<file path="src/design/rcs_pkg.sv">
// reset and clock startup package: register map, field layout, states, strap decode
// assumes a 32-bit axi4-lite register bus and a single input clock
package rcs_pkg;

  localparam int unsigned RCS_ADDR_W = 8;
  localparam int unsigned RCS_DATA_W = 32;

  // register byte offsets
  localparam logic [RCS_ADDR_W-1:0] RCS_OFS_PWR_CTRL = 8'h00;
  localparam logic [RCS_ADDR_W-1:0] RCS_OFS_RRCTL = 8'h04;
  localparam logic [RCS_ADDR_W-1:0] RCS_OFS_STAT = 8'h08;

  // power management control fields
  localparam int unsigned RCS_PM_MULT_LSB = 0;
  localparam int unsigned RCS_PM_MULT_W = 8;
  localparam int unsigned RCS_PM_DIV_LSB = 8;
  localparam int unsigned RCS_PM_DIV_W = 4;
  // running reset control field
  localparam int unsigned RCS_RR_MODE_BIT = 0;
  // status fields
  localparam int unsigned RCS_ST_RATIO_LSB = 0;
  localparam int unsigned RCS_ST_BOOT_LSB = 2;
  localparam int unsigned RCS_ST_STATE_LSB = 5;
  localparam int unsigned RCS_ST_RSVD_BIT = 7;
  localparam int unsigned RCS_ST_BUSY_BIT = 8;

  // strap codes and the ratios they give
  localparam logic [1:0] RCS_RATIO_8 = 2'h0;
  localparam logic [1:0] RCS_RATIO_32 = 2'h1;
  localparam logic [1:0] RCS_RATIO_16 = 2'h2;
  localparam logic [1:0] RCS_RATIO_RSVD = 2'h3;
  localparam logic [RCS_PM_MULT_W-1:0] RCS_MULT_8 = 8'h08;
  localparam logic [RCS_PM_MULT_W-1:0] RCS_MULT_16 = 8'h10;
  localparam logic [RCS_PM_MULT_W-1:0] RCS_MULT_32 = 8'h20;
  localparam logic [RCS_PM_DIV_W-1:0] RCS_DIV_RST = 4'h1;

  // pll lock wait in input clock cycles
  localparam int unsigned RCS_LOCK_CYCLES = 4096;

  localparam logic [1:0] RCS_RESP_OKAY = 2'h0;
  localparam logic [1:0] RCS_RESP_SLVERR = 2'h2;

  typedef enum logic [1:0]
  {
    RCS_ST_CAPTURE = 2'b00,
    RCS_ST_LOCK = 2'b01,
    RCS_ST_RUN = 2'b10,
    RCS_ST_RUNRST = 2'b11
  } rcs_state_t;

  typedef struct packed
  {
    rcs_state_t st;
    logic [1:0] ratio;
    logic [2:0] boot;
    logic [RCS_PM_MULT_W-1:0] mult;
    logic [RCS_PM_DIV_W-1:0] div;
    logic run_in_mode;
    logic fetch;
    logic pin_out;
    logic pin_oe;
    logic aw_held;
    logic [RCS_ADDR_W-1:0] awaddr;
    logic w_held;
    logic [RCS_DATA_W-1:0] wdata;
    logic [3:0] wstrb;
    logic bvalid;
    logic [1:0] bresp;
    logic rvalid;
    logic [RCS_DATA_W-1:0] rdata;
    logic [1:0] rresp;
  } rcs_regs_t;

  // startup multiplier chosen by the ratio strap; reserved code falls back to 8:1
  function automatic logic [RCS_PM_MULT_W-1:0] rcs_strap_mult(input logic [1:0] code);
    logic [RCS_PM_MULT_W-1:0] m;
    m = RCS_MULT_8;
    if (code == RCS_RATIO_32)
    begin
      m = RCS_MULT_32;
    end
    else if (code == RCS_RATIO_16)
    begin
      m = RCS_MULT_16;
    end
    return m;
  endfunction

  // byte-lane merge of a write into an old register value
  function automatic logic [RCS_DATA_W-1:0] rcs_merge(input logic [RCS_DATA_W-1:0] old_v,
                                                      input logic [RCS_DATA_W-1:0] new_v,
                                                      input logic [3:0] strb);
    logic [RCS_DATA_W-1:0] r;
    r = old_v;
    for (int i = 0; i < 4; i++)
    begin
      if (strb[i])
      begin
        r[i*8 +: 8] = new_v[i*8 +: 8];
      end
    end
    return r;
  endfunction

endpackage

</file>
<file path="src/design/rcs_startup.sv">
// reset and clock startup sequencer with axi4-lite register slave
// assumes inputs synchronous to mclk_in, which is the input clock of the device
//
// Function
// - ratio strap 00/01/10 gives core clock 8:1, 32:1, 16:1; 11 reserved
// - software may rewrite pll multiplier and divider anytime after reset
// - after reset release wait 4096 input clock cycles for pll lock
// - after lock wait, core starts fetching at the hardware reset vector
// - while reset input is low all state returns to known values
// - shared reset pin is a reset output by default
// - writing one to running reset control bit 0 makes pin an input
`timescale 1ns/1ns
`default_nettype none
module rcs_startup
#(
  parameter int unsigned LOCK_CYCLES = rcs_pkg::RCS_LOCK_CYCLES,
  parameter logic [31:0] RESET_VECTOR = 32'h0009_0000
)
(
  input wire logic mclk_in,
  input wire logic arst_n_in,
  // straps
  input wire logic [1:0] clk_ratio_strap_in,
  input wire logic [2:0] boot_cfg_strap_in,
  // shared reset output / running reset input pin
  input wire logic reset_output_pin_in,
  output logic reset_output_pin_out,
  output logic reset_output_pin_oe_out,
  // core side
  output logic core_rst_n_out,
  output logic fetch_start_out,
  output logic [31:0] reset_vector_out,
  output logic [rcs_pkg::RCS_PM_MULT_W-1:0] pll_mult_out,
  output logic [rcs_pkg::RCS_PM_DIV_W-1:0] pll_div_out,
  output logic [2:0] boot_mode_out,
  // axi4-lite slave
  input wire logic [rcs_pkg::RCS_ADDR_W-1:0] s_axi_awaddr,
  input wire logic s_axi_awvalid,
  output logic s_axi_awready,
  input wire logic [rcs_pkg::RCS_DATA_W-1:0] s_axi_wdata,
  input wire logic [3:0] s_axi_wstrb,
  input wire logic s_axi_wvalid,
  output logic s_axi_wready,
  output logic [1:0] s_axi_bresp,
  output logic s_axi_bvalid,
  input wire logic s_axi_bready,
  input wire logic [rcs_pkg::RCS_ADDR_W-1:0] s_axi_araddr,
  input wire logic s_axi_arvalid,
  output logic s_axi_arready,
  output logic [rcs_pkg::RCS_DATA_W-1:0] s_axi_rdata,
  output logic [1:0] s_axi_rresp,
  output logic s_axi_rvalid,
  input wire logic s_axi_rready
);
  import rcs_pkg::*;

  rcs_regs_t r_ff;
  rcs_regs_t nxt_r;
  logic lock_busy;
  logic lock_done;
  logic wr_go;
  logic [RCS_DATA_W-1:0] pm_word;
  logic [RCS_DATA_W-1:0] rr_word;
  logic [RCS_DATA_W-1:0] st_word;

  //////////////////////////////////////////////////////////////////////////////
  // lock wait timer

  rcs_lock_timer #(.LOCK_CYCLES(LOCK_CYCLES)) rcs_lock_timer_inst
  (
    .mclk_in(mclk_in),
    .arst_n_in(arst_n_in),
    .start_in(r_ff.st == RCS_ST_CAPTURE),
    .busy_out(lock_busy),
    .done_out(lock_done)
  );

  //////////////////////////////////////////////////////////////////////////////
  // register views

  always_comb
  begin
    pm_word = '0;
    pm_word[RCS_PM_MULT_LSB +: RCS_PM_MULT_W] = r_ff.mult;
    pm_word[RCS_PM_DIV_LSB +: RCS_PM_DIV_W] = r_ff.div;
    rr_word = '0;
    rr_word[RCS_RR_MODE_BIT] = r_ff.run_in_mode;
    st_word = '0;
    st_word[RCS_ST_RATIO_LSB +: 2] = r_ff.ratio;
    st_word[RCS_ST_BOOT_LSB +: 3] = r_ff.boot;
    st_word[RCS_ST_STATE_LSB +: 2] = r_ff.st;
    st_word[RCS_ST_RSVD_BIT] = (r_ff.ratio == RCS_RATIO_RSVD);
    st_word[RCS_ST_BUSY_BIT] = lock_busy;
  end

  assign wr_go = r_ff.aw_held && r_ff.w_held && !r_ff.bvalid;

  //////////////////////////////////////////////////////////////////////////////
  // next state

  always_comb
  begin
    logic [RCS_DATA_W-1:0] pm_wr;
    logic [RCS_DATA_W-1:0] rr_wr;
    pm_wr = '0;
    rr_wr = '0;
    nxt_r = r_ff;
    nxt_r.fetch = 1'b0;
    // sequencer
    unique case (r_ff.st)
      RCS_ST_CAPTURE:
      begin
        nxt_r.ratio = clk_ratio_strap_in;
        nxt_r.boot = boot_cfg_strap_in;
        nxt_r.mult = rcs_strap_mult(clk_ratio_strap_in);
        nxt_r.div = RCS_DIV_RST;
        nxt_r.st = RCS_ST_LOCK;
      end
      RCS_ST_LOCK:
      begin
        if (lock_done)
        begin
          nxt_r.st = RCS_ST_RUN;
          nxt_r.fetch = 1'b1;
        end
      end
      RCS_ST_RUN:
      begin
        if (r_ff.run_in_mode && !reset_output_pin_in)
        begin
          nxt_r.st = RCS_ST_RUNRST;
        end
      end
      RCS_ST_RUNRST:
      begin
        // running reset restarts the core without a new lock wait
        if (reset_output_pin_in || !r_ff.run_in_mode)
        begin
          nxt_r.st = RCS_ST_RUN;
          nxt_r.fetch = 1'b1;
        end
      end
    endcase
    // write channel
    if (!r_ff.aw_held && s_axi_awvalid)
    begin
      nxt_r.aw_held = 1'b1;
      nxt_r.awaddr = s_axi_awaddr;
    end
    if (!r_ff.w_held && s_axi_wvalid)
    begin
      nxt_r.w_held = 1'b1;
      nxt_r.wdata = s_axi_wdata;
      nxt_r.wstrb = s_axi_wstrb;
    end
    if (wr_go)
    begin
      nxt_r.aw_held = 1'b0;
      nxt_r.w_held = 1'b0;
      nxt_r.bvalid = 1'b1;
      nxt_r.bresp = RCS_RESP_OKAY;
      if (r_ff.awaddr == RCS_OFS_PWR_CTRL)
      begin
        if (r_ff.st != RCS_ST_CAPTURE)
        begin
          pm_wr = rcs_merge(pm_word, r_ff.wdata, r_ff.wstrb);
          nxt_r.mult = pm_wr[RCS_PM_MULT_LSB +: RCS_PM_MULT_W];
          nxt_r.div = pm_wr[RCS_PM_DIV_LSB +: RCS_PM_DIV_W];
        end
      end
      else if (r_ff.awaddr == RCS_OFS_RRCTL)
      begin
        rr_wr = rcs_merge(rr_word, r_ff.wdata, r_ff.wstrb);
        nxt_r.run_in_mode = rr_wr[RCS_RR_MODE_BIT];
      end
      else if (r_ff.awaddr != RCS_OFS_STAT)
      begin
        nxt_r.bresp = RCS_RESP_SLVERR;
      end
    end
    else if (r_ff.bvalid && s_axi_bready)
    begin
      nxt_r.bvalid = 1'b0;
    end
    // read channel
    if (!r_ff.rvalid && s_axi_arvalid)
    begin
      nxt_r.rvalid = 1'b1;
      nxt_r.rresp = RCS_RESP_OKAY;
      nxt_r.rdata = '0;
      if (s_axi_araddr == RCS_OFS_PWR_CTRL)
      begin
        nxt_r.rdata = pm_word;
      end
      else if (s_axi_araddr == RCS_OFS_RRCTL)
      begin
        nxt_r.rdata = rr_word;
      end
      else if (s_axi_araddr == RCS_OFS_STAT)
      begin
        nxt_r.rdata = st_word;
      end
      else
      begin
        nxt_r.rresp = RCS_RESP_SLVERR;
      end
    end
    else if (r_ff.rvalid && s_axi_rready)
    begin
      nxt_r.rvalid = 1'b0;
    end
    // shared pin: low while reset or lock wait, driven high in run, released to an input only in input mode
    nxt_r.pin_oe = !nxt_r.run_in_mode;
    nxt_r.pin_out = (nxt_r.st == RCS_ST_RUN) || (nxt_r.st == RCS_ST_RUNRST);
  end

  always_ff @(posedge mclk_in or negedge arst_n_in)
  begin
    if (!arst_n_in)
    begin
      r_ff <= '0;
      r_ff.mult <= RCS_MULT_8;
      r_ff.div <= RCS_DIV_RST;
      r_ff.pin_oe <= 1'b1;
    end
    else
    begin
      r_ff <= nxt_r;
    end
  end

  //////////////////////////////////////////////////////////////////////////////
  // outputs

  assign core_rst_n_out = (r_ff.st == RCS_ST_RUN);
  assign fetch_start_out = r_ff.fetch;
  assign reset_vector_out = RESET_VECTOR;
  assign pll_mult_out = r_ff.mult;
  assign pll_div_out = r_ff.div;
  assign boot_mode_out = r_ff.boot;
  assign reset_output_pin_out = r_ff.pin_out;
  assign reset_output_pin_oe_out = r_ff.pin_oe;
  assign s_axi_awready = !r_ff.aw_held;
  assign s_axi_wready = !r_ff.w_held;
  assign s_axi_bvalid = r_ff.bvalid;
  assign s_axi_bresp = r_ff.bresp;
  assign s_axi_arready = !r_ff.rvalid;
  assign s_axi_rvalid = r_ff.rvalid;
  assign s_axi_rdata = r_ff.rdata;
  assign s_axi_rresp = r_ff.rresp;

  //////////////////////////////////////////////////////////////////////////////
  // checks

  logic [31:0] lock_age_ff;
  always_ff @(posedge mclk_in or negedge arst_n_in)
  begin
    if (!arst_n_in)
    begin
      lock_age_ff <= '0;
    end
    else if (r_ff.st == RCS_ST_LOCK)
    begin
      lock_age_ff <= lock_age_ff + 32'h1;
    end
    else
    begin
      lock_age_ff <= '0;
    end
  end
endmodule
`default_nettype wire

</file>
<file path="src/design/rcs_lock_timer.sv">
// pll lock wait timer: counts a fixed number of clock cycles after a start pulse
// assumes start_in is a one-cycle pulse from the startup sequencer
`timescale 1ns/1ns
`default_nettype none
module rcs_lock_timer
#(
  parameter int unsigned LOCK_CYCLES = rcs_pkg::RCS_LOCK_CYCLES
)
(
  input wire logic mclk_in,
  input wire logic arst_n_in,
  input wire logic start_in,
  output logic busy_out,
  output logic done_out
);
  import rcs_pkg::*;

  localparam int unsigned CW = $clog2(LOCK_CYCLES + 1);
  localparam logic [CW-1:0] LAST = CW'(LOCK_CYCLES - 1);

  typedef struct packed
  {
    logic busy;
    logic [CW-1:0] cnt;
  } rcs_tmr_t;

  rcs_tmr_t tmr_ff;
  rcs_tmr_t nxt_tmr;

  always_comb
  begin
    nxt_tmr = tmr_ff;
    if (start_in)
    begin
      nxt_tmr.busy = 1'b1;
      nxt_tmr.cnt = '0;
    end
    else if (tmr_ff.busy)
    begin
      nxt_tmr.cnt = tmr_ff.cnt + CW'(1);
      if (tmr_ff.cnt == LAST)
      begin
        nxt_tmr.busy = 1'b0;
      end
    end
  end

  always_ff @(posedge mclk_in or negedge arst_n_in)
  begin
    if (!arst_n_in)
    begin
      tmr_ff <= '0;
    end
    else
    begin
      tmr_ff <= nxt_tmr;
    end
  end

  assign busy_out = tmr_ff.busy;
  assign done_out = tmr_ff.busy && (tmr_ff.cnt == LAST);
endmodule
`default_nettype wire

</file>
<file path="config.mk">
export PLATFORM = sky130hd
export DESIGN_NAME = rcs_startup
export DESIGN_NICKNAME = d
export VERILOG_FILES = /design/src/design/rcs_pkg.sv /design/src/design/rcs_startup.sv /design/src/design/rcs_lock_timer.sv
export SDC_FILE = /design/constraint.sdc
export NUM_CORES = 1
export LEC_CHECK = 0
export ABC_AREA = 1
export BUFFER_PORTS_ARGS = -buffer_cell sky130_fd_sc_hd__buf_2
export CAP_MARGIN = 40
export CORE_ASPECT_RATIO = 1.1
export CORE_MARGIN = 1
export CORE_UTILIZATION = 34
export CTS_CLUSTER_DIAMETER = 60
export DETAILED_ROUTE_END_ITERATION = 8
export GPL_ROUTABILITY_DRIVEN = 0
export GPL_TIMING_DRIVEN = 0
export RECOVER_POWER = 100
export SLEW_MARGIN = 20
export SYNTH_ARGS = -nofsm -noshare
export SYNTH_HDL_FRONTEND = slang
export SYNTH_SLANG_ARGS = --single-unit
</file>
<file path="constraint.sdc">
create_clock -name mclk_in -period 1.3 [get_ports mclk_in]
set_clock_uncertainty 0.1 [all_clocks]
set_input_delay 0.26 -clock mclk_in [delete_from_list [all_inputs] [get_ports mclk_in]]
set_output_delay 0.26 -clock mclk_in [all_outputs]
set_load 0.01 [all_outputs]
</file>
==> key figures <==
Die
  • Chip Width: around 110 um
  • Full die area: approximately 0.013 mm^2
  • Row Count: 42
  • Die height: 119 um
  • Core area: between 0.01 and 0.015 mm^2
  • Initial Utilization: approximately a third
  • Io pins: 157

Timing
  • Post-route worst setup slack: -139 ps
  • Setup violators final: 31
  • RSZ-0062 raised after global routing: yes
  • Clock period minus worst slack: 1440 ps
  • Post-route setup TNS: -2200 ps
  • Final worst-path cycle share: 111%
  • Hold_ws: 31.5 ps
  • Fmax: ~690 MHz
  • Final Max Slew Viols: 0
  • Final hold vios: 0

Route
  • Avg Vias per Cell: about 4.3
  • Initial DRC Count: approximately 190
  • Routed WL: around 9800 um
  • ANT nets after route: 0
  • Via count: 3502
  • DRC viols: 0
  • Pre-antenna DRT Iters: 5
  • Final routed wire length divided by cell count: around 12 um

Cells and area
  • Commonest cells after routing, fill and taps aside: buf_4, nand2_1, dfrtp_1
  • Register area: about 0.0019 mm^2
  • Area occupied by multi-input gates: roughly 0.0018 mm^2
  • Commonest non-fill, non-tap cell in the layout: buf_4
  • Layout Area Growth over Synthesis: 35.4%
  • Fin area: approximately 0.0057 mm^2
  • Fill count: between 1000 and 1500
  • Final Util: roughly 47%
  • Fin cells: about 820
  • Antenna cells: 0
  • Share of cells above drive strength 1: a little under two fifths
  • NumNets Final: about 720

Critical path
  • Worst-path cell chain: nor2_2 -> buf_2
  • Worst EP arrival: 1080 ps
  • Critical path launch point type: flip-flop
  • Type of the worst setup path: reg -> out
  • WP data required: around 940 ps
  • Crit-path slowest cell: dfrtp_2
  • Top Family by Delay on Critical Path: flip-flops
  • CP max stage delay: about 480 ps
  • CP Buf/Inv Count: 1
  • Critical path capture point type: output port
  • Flop2flop setup slack: -140 ps
  • Worst Path Max Fanout: 5

Global routing
  • Gr busiest metal: met2
  • Met1 Use GR: about a fifth
  • GR Util met2: between 20% and 30%
  • First-pass GRT wire length: 15700 um
  • Number of global-route vias before repair: 3285
  • Congestion Overflow GR: 0
  • Global-route usage over all layers: 15.9%
  • Initial antenna violation count: 0
  • Met3 usage in global routing: 2.32%
  • Largest net degree at the start of global routing: 48

Synth
  • Register area share after synthesis: 45.2%
  • Yosys cell types: 34
  • Synthesized flop and latch total: between 70 and 80
  • Average size of a mapped cell: 8.44 um^2
  • Synth warnings: 0
  • Cells after synthesis: 499
  • Cell area after synthesis: 0.00421 mm^2

Power
  • Tot Pwr: slightly below 8 mW
  • P_leak: 3.03 nW
  • Worst IR drop on VDD: between 0.0009 and 0.001 V
  • PD cells: ~1400 mW/mm^2

Run status
  • Violated checks: negative setup slack
  • Status: finished with violations

Place
  • Port Buffers: 80
  • Placement Cell Area: around 0.0051 mm^2
  • Placed cell count: 786
  • Pre-CTS WS: -207 ps
  • Post-DP HPWL: around 7100 um

Clocking
  • H-tree depth: 3
  • CTS Sinks: 76
  • TritonCTS Buffers: 9
  • Clock Tree Root: clkbuf_16
  • CTS tree: built
  • Worst-path clk slew: about 60 ps
  • Clk_lat worst skew: 340 ps
  • Clock tree buffer depth: 2

Min path
  • HP Class: in -> reg

Run
  • Number of max-cap violations: 0
-- Yosys cell counts, drive strengths merged --
library cell,n,area [um^2]
a41oi,1,8.76
buf,93,691
clkbuf,1,3.75
a31oi,2,12.5
dfrtp,73,1830
nand3,44,243
inv,53,201
nand4,8,56.3
dfstp,3,78.8
conb,2,7.51
nor2,57,267
o21ai,16,80.1
nand2,90,345
a21oi,31,155
mux2,11,124
or2,5,31.3
ha,3,37.5
nand3b,1,7.51
nor3,5,36.3
-- report_power, final --
part	internal (mW)	leakage, nW	total (mW)	switching [mW]
Sequential	2.90	0.923	3.24	0.335
Clock	1.52	0.149	2.59	1.07
Combinational	0.960	1.95	2.10	1.14
Total	5.38	3.03	7.93	2.55
-- worst paths after layout --
| path | endpoint | from | cells after the start |
|---|---|---|---|
| max | core_rst_n_out | r_ff[105] | 2 |
| min | boot_mode_out[2] | boot_cfg_strap_in[2] | 3 |
| max reg2reg | pll_mult_out[7] | r_ff[80] | 6 |
| min reg2reg | pll_div_out[1] | r_ff[51] | 2 |
| max in group asynchronous | pll_div_out[0] | arst_n_in | 3 |
| min in group asynchronous | r_ff[79] | arst_n_in | 2 |
-- sequential cells by signal, summed over array words and instances, names as in the netlist, 3 cells and up --
| signal | count |
|---|---|
| pll_mult_out | 8 |
| s_axi_rdata | 12 |
| rcs_lock_timer_inst.tmr_ff | 13 |
| boot_mode_out | 3 |
| r_ff | 28 |
| pll_div_out | 4 |
-- routing by layer --
| layer | part of all wire [%] | up-vias |
|---|---|---|
| met5 | 0 | - |
| met4 | 1.3 | 0 |
| met3 | 4.8 | 9 |
| met2 | 49 | 110 |
| met1 | 45 | 1615 |
| li1 | - | 1768 |
-- logic make-up after synthesis --
family / synth area share, %
buf+inv: 21.3
flops: 45.2
fa+ha+maj: 0.891
compound gates: 6.09
simple gates: 23.4
other cells: 0.178
mux: 2.94
-- tightest hold or removal path, delay by kind of cell --
family	cells	cell delay, ps
buffers and inverters	1	70
AND/OR/NAND/NOR	2	100
-- area by class of cell --
class,count,area share (%)
Clock inverter,7,1.47
Multi-Input combinational cell,328,31.5
Timing Repair Buffer,122,13.6
Inverter,53,3.57
Buffer,66,8.99
Clock buffer,9,3.95
Sequential cell,76,33.5
Tap cell,154,3.38
-- timing repair --
action | in CTS | in global routing
hold endpoints to repair | 30 | 0
endpoints found under the setup margin | 81 | 52
pin swaps | 16 | 18
hold buffers | 3 | 0
gates resized for setup | 65 | 47
buffers inserted | 34 | 5
gates cloned | 0 | 0
(Power assumes the default switching activity.)
